File: src/design/fpal_consts.svh
// Constants for the float add-with-load and compare datapath.
// Assumes inclusion by bare name from the design package and core.
`ifndef FPAL_CONSTS_SVH
`define FPAL_CONSTS_SVH

// ****************************************************************
// Instruction encodings
// ****************************************************************
`define FPAL_PAIR_LSW_HI   12'hE31
`define FPAL_CMPR_LSW      16'hE694
`define FPAL_CMPR_MSW_HI   10'h000
`define FPAL_CMPI_LSW_HI   10'h3A0

// ****************************************************************
// Single-precision layout
// ****************************************************************
`define FPAL_EXP_MAX       8'hFF
`define FPAL_POS_ZERO      32'h0000_0000
`define FPAL_POS_INF       32'h7F80_0000
`define FPAL_NEG_INF       32'hFF80_0000
`define FPAL_ALIGN_LIMIT   8'h1B
`define FPAL_EXP_OVF       10'sh0FF

// ****************************************************************
// Register map (byte addresses)
// ****************************************************************
`define FPAL_ADDR_STATUS   8'h00
`define FPAL_ADDR_INT_STAT 8'h04
`define FPAL_ADDR_INT_MASK 8'h08
`define FPAL_ADDR_FREG     8'h20
`define FPAL_ADDR_FREG_END 8'h3C

// ****************************************************************
// Status register bit positions
// ****************************************************************
`define FPAL_BIT_LVF       0
`define FPAL_BIT_LUF       1
`define FPAL_BIT_NF        2
`define FPAL_BIT_ZF        3
`define FPAL_BIT_NI        4
`define FPAL_BIT_ZI        5
`define FPAL_BIT_TF        6
`define FPAL_STATUS_W      7
`define FPAL_STATUS_RST    7'h00

// Interrupt status bits
`define FPAL_IRQ_OVF       0
`define FPAL_IRQ_UNF       1
`define FPAL_IRQ_W         2
`define FPAL_IRQ_RST       2'h0

`endif

File: src/design/fpal_pkg.sv
// Types shared by the float add-with-load and compare datapath.
// Assumes the constants header is on the include path.
`include "fpal_consts.svh"

package fpal_pkg;
  typedef logic [31:0] fpal_word_t;
  typedef logic [15:0] fpal_half_t;
  typedef logic [2:0]  fpal_sel_t;
  typedef logic [7:0]  fpal_addr_t;
  // Gray-coded operation class
  typedef enum logic [1:0] {
    FPAL_OP_NONE = 2'h0,
    FPAL_OP_PAIR = 2'h1,
    FPAL_OP_CMPR = 2'h3,
    FPAL_OP_CMPI = 2'h2
  } fpal_op_t;
endpackage : fpal_pkg

File: src/design/fpal_core.sv
// Float add with parallel 32-bit load, register and immediate compare.
// Assumes host issues instruction words and returns load data in the
// issue cycle, on the same clock and reset.
`include "fpal_consts.svh"

module fpal_core #(
  parameter int NUM_REGS = 8
) (
  input  wire logic               clk_i,
  input  wire logic               resetn_i,
  input  wire logic               instr_valid_i,
  input  wire fpal_pkg::fpal_half_t instr_lsw_i,
  input  wire fpal_pkg::fpal_half_t instr_msw_i,
  input  wire fpal_pkg::fpal_word_t mem_rdata_i,
  output logic                    mem_read_o,
  output logic [7:0]              memory_operand_o,
  output logic [6:0]              flags_o,
  input  wire fpal_pkg::fpal_addr_t reg_addr_i,
  input  wire fpal_pkg::fpal_word_t reg_wdata_i,
  input  wire logic               reg_wr_i,
  input  wire logic               reg_rd_i,
  output fpal_pkg::fpal_word_t    reg_rdata_o,
  output logic                    irq_o
);
  import fpal_pkg::*;

  if (NUM_REGS != 8) begin : g_chk
    $error("fpal_core serves exactly eight registers");
  end

  // ****************************************************************
  // Functions
  // ****************************************************************
  // Denormals and both zeros become plain zero
  function automatic fpal_word_t flush(input fpal_word_t x);
    flush = (x[30:23] == 8'h00) ? `FPAL_POS_ZERO : x;
  endfunction

  // Ordering key: sign-magnitude to unsigned
  function automatic fpal_word_t cmp_key(input fpal_word_t x);
    fpal_word_t v;
    v = flush(x);
    if (v[30:23] == `FPAL_EXP_MAX) begin
      v = v[31] ? `FPAL_NEG_INF : `FPAL_POS_INF;
    end
    cmp_key = v[31] ? ~v : {1'b1, v[30:0]};
  endfunction

  function automatic logic [4:0] lzc(input logic [26:0] x);
    lzc = 5'h1B;
    for (int i = 0; i < 27; i++) begin
      if (x[i]) begin
        lzc = 5'(26 - i);
      end
    end
  endfunction

  // ****************************************************************
  // Decode
  // ****************************************************************
  fpal_op_t   op;
  fpal_sel_t  add_source_one;
  fpal_sel_t  add_source_two;
  fpal_sel_t  add_dest_reg;
  fpal_sel_t  load_dest_reg;
  fpal_sel_t  cmp_first;
  fpal_sel_t  compare_second_reg;
  fpal_word_t upper_half_immediate;

  always_comb begin
    op = FPAL_OP_NONE;
    if (instr_valid_i) begin
      if (instr_lsw_i[15:4] == `FPAL_PAIR_LSW_HI) begin
        op = FPAL_OP_PAIR;
      end else if (instr_lsw_i == `FPAL_CMPR_LSW &&
                   instr_msw_i[15:6] == `FPAL_CMPR_MSW_HI) begin
        op = FPAL_OP_CMPR;
      end else if (instr_lsw_i[15:6] == `FPAL_CMPI_LSW_HI) begin
        op = FPAL_OP_CMPI;
      end
    end
  end

  assign add_source_two       = instr_lsw_i[3:1];
  assign add_source_one       = {instr_lsw_i[0], instr_msw_i[15:14]};
  assign add_dest_reg         = instr_msw_i[13:11];
  assign load_dest_reg        = instr_msw_i[10:8];
  assign cmp_first            = instr_msw_i[2:0];
  assign compare_second_reg   = instr_msw_i[5:3];
  assign upper_half_immediate = {instr_lsw_i[5:0], instr_msw_i[15:6],
                                 16'h0000};

  // Host resolves direct or indirect addressing from this field
  assign mem_read_o       = (op == FPAL_OP_PAIR);
  assign memory_operand_o = instr_msw_i[7:0];

  // ****************************************************************
  // Register file
  // ****************************************************************
  fpal_word_t freg_q [NUM_REGS];
  fpal_word_t src_a;
  fpal_word_t src_b;

  assign src_a = freg_q[add_source_one];
  assign src_b = freg_q[add_source_two];

  // ****************************************************************
  // Adder stage one: align and add
  // ****************************************************************
  fpal_word_t  fa;
  fpal_word_t  fb;
  fpal_word_t  big;
  fpal_word_t  sml;
  logic [7:0]  diff;
  logic [26:0] ma_ext;
  logic [26:0] mb_ext;
  logic [53:0] wide;
  logic [26:0] b_al;
  logic [27:0] sum_d;
  logic        inf_d;
  logic        inf_sign_d;

  always_comb begin
    fa = flush(src_a);
    fb = flush(src_b);
    inf_d = (fa[30:23] == `FPAL_EXP_MAX) || (fb[30:23] == `FPAL_EXP_MAX);
    inf_sign_d = (fa[30:23] == `FPAL_EXP_MAX) ? fa[31] : fb[31];
    if (fa[30:0] >= fb[30:0]) begin
      big = fa;
      sml = fb;
    end else begin
      big = fb;
      sml = fa;
    end
    diff   = big[30:23] - sml[30:23];
    ma_ext = {(big[30:23] != 8'h00), big[22:0], 3'b000};
    mb_ext = {(sml[30:23] != 8'h00), sml[22:0], 3'b000};
    if (diff > `FPAL_ALIGN_LIMIT) begin
      diff = `FPAL_ALIGN_LIMIT;
    end
    // Sticky keeps rounding exact after a far shift
    wide = {mb_ext, 27'h0} >> diff;
    b_al = {wide[53:28], wide[27] | (|wide[26:0])};
    if (big[31] != sml[31]) begin
      sum_d = {1'b0, ma_ext} - {1'b0, b_al};
    end else begin
      sum_d = {1'b0, ma_ext} + {1'b0, b_al};
    end
  end

  logic        s1_vld_q;
  fpal_sel_t   s1_dest_q;
  logic [27:0] s1_sum_q;
  logic [7:0]  s1_exp_q;
  logic        s1_sign_q;
  logic        s1_inf_q;

  always_ff @(posedge clk_i or negedge resetn_i) begin
    if (!resetn_i) begin
      s1_vld_q  <= 1'b0;
      s1_dest_q <= 3'h0;
      s1_sum_q  <= 28'h0;
      s1_exp_q  <= 8'h00;
      s1_sign_q <= 1'b0;
      s1_inf_q  <= 1'b0;
    end else begin
      s1_vld_q  <= (op == FPAL_OP_PAIR);
      s1_dest_q <= add_dest_reg;
      s1_sum_q  <= sum_d;
      s1_exp_q  <= big[30:23];
      s1_sign_q <= inf_d ? inf_sign_d : big[31];
      s1_inf_q  <= inf_d;
    end
  end

  // ****************************************************************
  // Adder stage two: normalise, round, range check
  // ****************************************************************
  logic [26:0]       nm;
  logic [4:0]        lz;
  logic signed [9:0] e;
  logic              rup;
  logic [24:0]       mant;
  fpal_word_t        add_res;
  logic              add_ovf;
  logic              add_unf;

  always_comb begin
    lz = lzc(s1_sum_q[26:0]);
    if (s1_sum_q[27]) begin
      nm = {s1_sum_q[27:2], s1_sum_q[1] | s1_sum_q[0]};
      e  = $signed({2'b00, s1_exp_q}) + 10'sd1;
    end else begin
      nm = s1_sum_q[26:0] << lz;
      e  = $signed({2'b00, s1_exp_q}) - $signed({5'h00, lz});
    end
    // Round to nearest, ties to even
    rup  = nm[2] & (nm[1] | nm[0] | nm[3]);
    mant = {1'b0, nm[26:3]} + {24'h0, rup};
    if (mant[24]) begin
      e = e + 10'sd1;
    end
    add_ovf = 1'b0;
    add_unf = 1'b0;
    add_res = {s1_sign_q, e[7:0], mant[22:0]};
    if (s1_inf_q) begin
      add_res = s1_sign_q ? `FPAL_NEG_INF : `FPAL_POS_INF;
    end else if (s1_sum_q == 28'h0) begin
      add_res = `FPAL_POS_ZERO;
    end else if (e >= `FPAL_EXP_OVF) begin
      add_ovf = 1'b1;
      add_res = s1_sign_q ? `FPAL_NEG_INF : `FPAL_POS_INF;
    end else if (e <= 10'sd0) begin
      add_unf = 1'b1;
      add_res = `FPAL_POS_ZERO;
    end
  end

  // ****************************************************************
  // Register writes
  // ****************************************************************
  // Same-edge clash with a later load is excluded by the host
  always_ff @(posedge clk_i or negedge resetn_i) begin
    if (!resetn_i) begin
      for (int i = 0; i < NUM_REGS; i++) begin
        freg_q[i] <= `FPAL_POS_ZERO;
      end
    end else begin
      if (s1_vld_q) begin
        freg_q[s1_dest_q] <= add_res;
      end
      if (op == FPAL_OP_PAIR) begin
        freg_q[load_dest_reg] <= mem_rdata_i;
      end
    end
  end

  // ****************************************************************
  // Compare
  // ****************************************************************
  fpal_word_t key_a;
  fpal_word_t key_b;

  always_comb begin
    key_a = cmp_key(freg_q[cmp_first]);
    if (op == FPAL_OP_CMPI) begin
      key_b = cmp_key(upper_half_immediate);
    end else begin
      key_b = cmp_key(freg_q[compare_second_reg]);
    end
  end

  // ****************************************************************
  // Status flags
  // ****************************************************************
  logic [`FPAL_STATUS_W-1:0] fpu_status_reg_q;
  logic                      stat_wr;

  assign stat_wr = reg_wr_i && (reg_addr_i == `FPAL_ADDR_STATUS);
  assign flags_o = fpu_status_reg_q;

  // Float and integer sign/zero flags
  always_ff @(posedge clk_i or negedge resetn_i) begin
    if (!resetn_i) begin
      fpu_status_reg_q[`FPAL_BIT_ZI:`FPAL_BIT_NF] <= 4'h0;
    end else if (op == FPAL_OP_PAIR) begin
      fpu_status_reg_q[`FPAL_BIT_NF] <= mem_rdata_i[31] &&
                                        (mem_rdata_i[30:23] != 8'h00);
      fpu_status_reg_q[`FPAL_BIT_ZF] <= (mem_rdata_i[30:23] == 8'h00);
      fpu_status_reg_q[`FPAL_BIT_NI] <= mem_rdata_i[31];
      fpu_status_reg_q[`FPAL_BIT_ZI] <= (mem_rdata_i == 32'h0000_0000);
    end else if (op == FPAL_OP_CMPR || op == FPAL_OP_CMPI) begin
      fpu_status_reg_q[`FPAL_BIT_ZF] <= (key_a == key_b);
      fpu_status_reg_q[`FPAL_BIT_NF] <= (key_a < key_b);
    end
  end

  // Test flag: software only
  always_ff @(posedge clk_i or negedge resetn_i) begin
    if (!resetn_i) begin
      fpu_status_reg_q[`FPAL_BIT_TF] <= 1'b0;
    end else if (stat_wr) begin
      fpu_status_reg_q[`FPAL_BIT_TF] <= reg_wdata_i[`FPAL_BIT_TF];
    end
  end

  // Latched flags: set wins over write-one-to-clear
  always_ff @(posedge clk_i or negedge resetn_i) begin
    if (!resetn_i) begin
      fpu_status_reg_q[`FPAL_BIT_LUF:`FPAL_BIT_LVF] <= 2'h0;
    end else begin
      fpu_status_reg_q[`FPAL_BIT_LVF] <= (s1_vld_q && add_ovf) ||
        (fpu_status_reg_q[`FPAL_BIT_LVF] &&
         !(stat_wr && reg_wdata_i[`FPAL_BIT_LVF]));
      fpu_status_reg_q[`FPAL_BIT_LUF] <= (s1_vld_q && add_unf) ||
        (fpu_status_reg_q[`FPAL_BIT_LUF] &&
         !(stat_wr && reg_wdata_i[`FPAL_BIT_LUF]));
    end
  end

  // ****************************************************************
  // Interrupts
  // ****************************************************************
  logic [`FPAL_IRQ_W-1:0] int_stat_q;
  logic [`FPAL_IRQ_W-1:0] int_mask_q;
  logic [`FPAL_IRQ_W-1:0] int_set;
  logic [`FPAL_IRQ_W-1:0] int_clr;

  assign int_set = {s1_vld_q && add_unf, s1_vld_q && add_ovf};
  assign int_clr = (reg_wr_i && reg_addr_i == `FPAL_ADDR_INT_STAT) ?
                   reg_wdata_i[`FPAL_IRQ_W-1:0] : `FPAL_IRQ_RST;
  assign irq_o   = |(int_stat_q & int_mask_q);

  always_ff @(posedge clk_i or negedge resetn_i) begin
    if (!resetn_i) begin
      int_stat_q <= `FPAL_IRQ_RST;
    end else begin
      int_stat_q <= int_set | (int_stat_q & ~int_clr);
    end
  end

  always_ff @(posedge clk_i or negedge resetn_i) begin
    if (!resetn_i) begin
      int_mask_q <= `FPAL_IRQ_RST;
    end else if (reg_wr_i && reg_addr_i == `FPAL_ADDR_INT_MASK) begin
      int_mask_q <= reg_wdata_i[`FPAL_IRQ_W-1:0];
    end
  end

  // ****************************************************************
  // Register read port
  // ****************************************************************
  // Unmapped addresses read zero
  always_ff @(posedge clk_i or negedge resetn_i) begin
    if (!resetn_i) begin
      reg_rdata_o <= 32'h0000_0000;
    end else if (!reg_rd_i) begin
      reg_rdata_o <= 32'h0000_0000;
    end else if (reg_addr_i == `FPAL_ADDR_STATUS) begin
      reg_rdata_o <= {25'h0, fpu_status_reg_q};
    end else if (reg_addr_i == `FPAL_ADDR_INT_STAT) begin
      reg_rdata_o <= {30'h0, int_stat_q};
    end else if (reg_addr_i == `FPAL_ADDR_INT_MASK) begin
      reg_rdata_o <= {30'h0, int_mask_q};
    end else if (reg_addr_i >= `FPAL_ADDR_FREG &&
                 reg_addr_i <= `FPAL_ADDR_FREG_END &&
                 reg_addr_i[1:0] == 2'b00) begin
      reg_rdata_o <= freg_q[reg_addr_i[4:2]];
    end else begin
      reg_rdata_o <= 32'h0000_0000;
    end
  end

endmodule // fpal_core

File: config.mk
export PLATFORM = sky130hd
export DESIGN_NAME = fpal_core
export DESIGN_NICKNAME = d
export VERILOG_FILES = /design/src/design/fpal_pkg.sv /design/src/design/fpal_core.sv
export VERILOG_INCLUDE_DIRS = /design/src /design/src/design
export SDC_FILE = /design/constraint.sdc
export NUM_CORES = 2
export LEC_CHECK = 0
export ABC_AREA = 1
export BUFFER_PORTS_ARGS = -buffer_cell sky130_fd_sc_hd__buf_2
export CELL_PAD_IN_SITES_DETAIL_PLACEMENT = 1
export CELL_PAD_IN_SITES_GLOBAL_PLACEMENT = 1
export CORE_AREA = 2 2 288 290
export DETAILED_ROUTE_END_ITERATION = 16
export DIE_AREA = 0 0 290 292
export PLACE_DENSITY_LB_ADDON = 0.1
export SLEW_MARGIN = 20
export SYNTH_ARGS = -nofsm -noshare
export SYNTH_HDL_FRONTEND = slang
export SYNTH_SLANG_ARGS = --single-unit
File: constraint.sdc
create_clock -name clk_i -period 11.65 [get_ports clk_i]
set_input_delay 0.5825 -clock clk_i [delete_from_list [all_inputs] [get_ports clk_i]]
set_output_delay 0.5825 -clock clk_i [all_outputs]
set_load 0.005 [all_outputs]
==> summary.md <==
| Metric | Value |
|---|---|
| Layout area overhead | 11.9% |
| WL per Instance | 28.4 microns |
| Yosys Warn Count | 0 |
| Startpoint Class | flop |
| Fmax | 91.5 MHz |
| Leakage power | 0.0183 uW |
| Busiest grt layer | met2 |
| Final period utilization | 0.938 |
| Met1 global-route usage | 0.596 |
| Final Max Tran Viols | 0 |
| Slowest cell delay on critical path | 0.42 ns |
| Die area | 84700 sq um |
| Total Nets Final | 6350 |
| Initial antenna violation count | 12 |
| Critical path's most frequent cell | nand2_1 |
| Worst-Skew Late Latency | 0.65 ns |
| Setup crit end kind | flop |
| Crit path max fanout | 13 |
| Fin Setup TNS | 0 ns |
| Clock Skew | 0.0403 ns |
| EDFF count, synth | 0 |
| Reg2reg setup slack | 0.72 ns |
| Post-synthesis cell count | 6092 |
| Fin. Hold Viols | 0 |
| Number of distinct library cells after synthesis | 65 |
| PwrDens | 166 nW/um^2 |
| Slew headroom | 0.0941 |
| Worst path required time | 12.13 ns |
| Final Critical Period | 10.93 ns |
| Syn Area/Cell | 5.99 sq um |
| ANT nets after route | 0 |
| Register area share after synthesis | 0.234 |
| HPWL after detailed placement | 138000 microns |
| Global route overflow | 0 |
| Net Count, Synth | 6331 |
| 1st-pass router iterations | 8 |
| DIE WIDTH | 290 microns |
| Gpl congestion | 1.01 |
| Root buf cell | clkbuf_16 |
| Ys async rst share | 1.00 |
| Class of the worst hold path | in2reg |
| Largest net degree at the start of global routing | 153 |
| Hold Path End | s1_dest_q[0] |
| Final setup viols | 0 |
| Final Routed Wirelength | 205000 microns |
| R2R cell count | 76 |
| Sink Count | 341 |
| Layout cells sized above 1 | 0.104 |
| Primary FF master, synth | dfrtp_1 |
| TritonCTS clock tree | done |
| Slowest cell on the critical path | fa_1 |
| Die H | 292 microns |
| Non-Filler Instances | 7223 |
| Top Ports | 158 |
| GRT Total Usage | 0.469 |
| Number of buffers created by CTS | 44 |
| IO Port Bufs | 128 |
| Status | finished, final reports clean |
| Tightest Pin Transition | 1.36 ns |
| Register bit total from synthesis | 341 |
| Min-delay src | instr_msw_i[11] |
| First-pass GRT wire length | 302000 microns |
| Core area | 81600 sq um |
| Hold Crit Depth | 1 |
| GRT met2 Usage | 0.666 |
| Clock Tree Buf Depth | 3 |
| Placed Cells | 7133 |
| Worst flop-to-flop path endpoint | s1_sum_q[26] |
| Mapped Area | 36500 sq um |
| Initial drt markers | 6345 |
| Worst-path clk slew | 0.06 ns |
| Vias | 48700 |
| CTS H-tree lvls | 2 |
| DRC | 0 |
| Initial core utilization | 0.447 |
| Crit Path Class | reg2reg |
| Max-cap violations | 0 |
| Crit path DAT | 11.41 ns |
| Routed vias/inst | 6.74 |
| Std-Cell Rows | 105 |
| Worst r2r src | freg_q[250] |
| Vias in the first global route | 47200 |
| Met3 Track Usage GR | 0.147 |
| # fillers | 11300 |
| Peak VDD IR | 0.107 mV |
[how the worst max path moves through the flow]
stage | from | slack, ns | depth (start not counted) | end
6_report | freg_q[250] | 0.72 | 76 | s1_sum_q[26]
5_1_grt | freg_q[216] | -0.002 | 81 | s1_sum_q[26]
4_1_cts | freg_q[188] | 0.26 | 72 | s1_sum_q[27]
3_5_place_dp | instr_msw_i[14] | -0.17 | 74 | s1_sum_q[25]
3_3_place_gp | instr_lsw_i[1] | 0.42 | 72 | s1_sum_q[25]
2_1_floorplan | instr_lsw_i[2] | 1.74 | 74 | s1_sum_q[27]
[metrics by stage]
stage	setup slack (ns)	instance area, sq um	utilization	power, uW	hold slack [ns]
6_report	0.717	40800	0.500	6780	0.196
3_5_place_dp	-0.166	39100	0.479	5040	0.496
4_1_cts	0.256	40700	0.499	6590	0.171
2_1_floorplan	1.74	36500	-	3460	0.287
5_1_grt	-0.00199	40800	0.500	7100	0.164
3_3_place_gp	0.423	39100	0.479	4950	0.475
[layer usage]
layer,vias up,routed length (microns)
met3,896,27800
li1,21000,-
met4,8,17700
met5,-,65
met2,3247,81900
met1,23500,77600
[cells in the mapped netlist, types with 33 or more instances]
master	n	area (sq um)
a21oi_1	1032	5160
nand2_1	955	3580
o21ai_0	797	3990
nor2_1	684	2570
nand3_1	615	3080
inv_1	491	1840
clkbuf_1	350	1310
dfrtp_1	341	8530
o22ai_1	134	838
ha_1	127	1590
nand4_1	63	394
buf_1	58	218
xor2_1	58	508
buf_2	33	165
[area by class of cell]
class | instances | area, sq um | area share
multi-input cells | 4765 | 24300 | 0.595
flip-flops and latches | 341 | 8530 | 0.209
well taps | 1070 | 1340 | 0.0328
inverters | 512 | 1940 | 0.0474
repair buffers | 447 | 3160 | 0.0775
clock buffers | 60 | 1260 | 0.0309
diodes | 6 | 15.0 | 0.000368
clock inverters | 22 | 303 | 0.00742
[registers in the layout, summed over array words and instances (netlist names)]
name	flops
s1_dest_q	3
int_stat_q	2
s1_exp_q	8
freg_q	256
s1_inf_q	1
flags_o	7
reg_rdata_o	32
s1_sum_q	28
s1_vld_q	1
s1_sign_q	1
int_mask_q	2
[critical path: cells and delay by family (launching register included)]
kind                     cells  cell delay, ns
AO/OA/AOI/OAI               17            2.81
XOR/XNOR                     2            0.38
adder cells (fa/ha/maj)      4            1.23
buffers and inverters       18            2.38
flip-flops                   1            0.39
AND/OR/NAND/NOR             35            3.50
[cell usage in the layout (no fill, tap or decap), types with 17 or more instances in the layout]
master     count
inv_2         17
ha_1         126
buf_4        312
nand3_1      615
or2_2         18
nor4_1        29
a21oi_1     1030
o221ai_1      28
nand4_1       63
buf_2        122
xor2_1        58
nor2_4        18
nor2_1       667
inv_1        484
nand2_1      943
a31oi_1       21
o21ai_1       25
o22ai_1      134
clkbuf_16     45
dfrtp_1      341
o2111ai_1     30
o21ai_0      781
nor3_1        25
[cell families (layout without fill, tap and decap cells)]
group                    count (synthesis)  count (layout)  share of synthesized area
multiplexers                             5               5                    0.00144
adder cells (fa/ha/maj)                130             130                     0.0452
AND/OR/NAND/NOR                       2419            2419                      0.282
buffers and inverters                  986            1041                      0.108
flip-flops                             341             341                      0.234
other                                    0               6                          0
AO/OA/AOI/OAI                         2143            2143                      0.313
XOR/XNOR                                68              68                     0.0163
[power breakdown]
part	total [uW]	switching (uW)	leakage [uW]	internal [uW]
clock network	1550	637	0.000776	915
logic	3880	2680	0.0143	1200
registers	1350	99.3	0.00330	1250
total	6780	3420	0.0183	3360
[repair_timing]
action | CTS | global route
gates resized for setup | 0 | 48
setup endpoints to repair | 0 | 12
buffers inserted | 0 | 1
hold buffers | 1 | 0
hold endpoints to repair | 62 | 0
(Power assumes the default switching activity.)
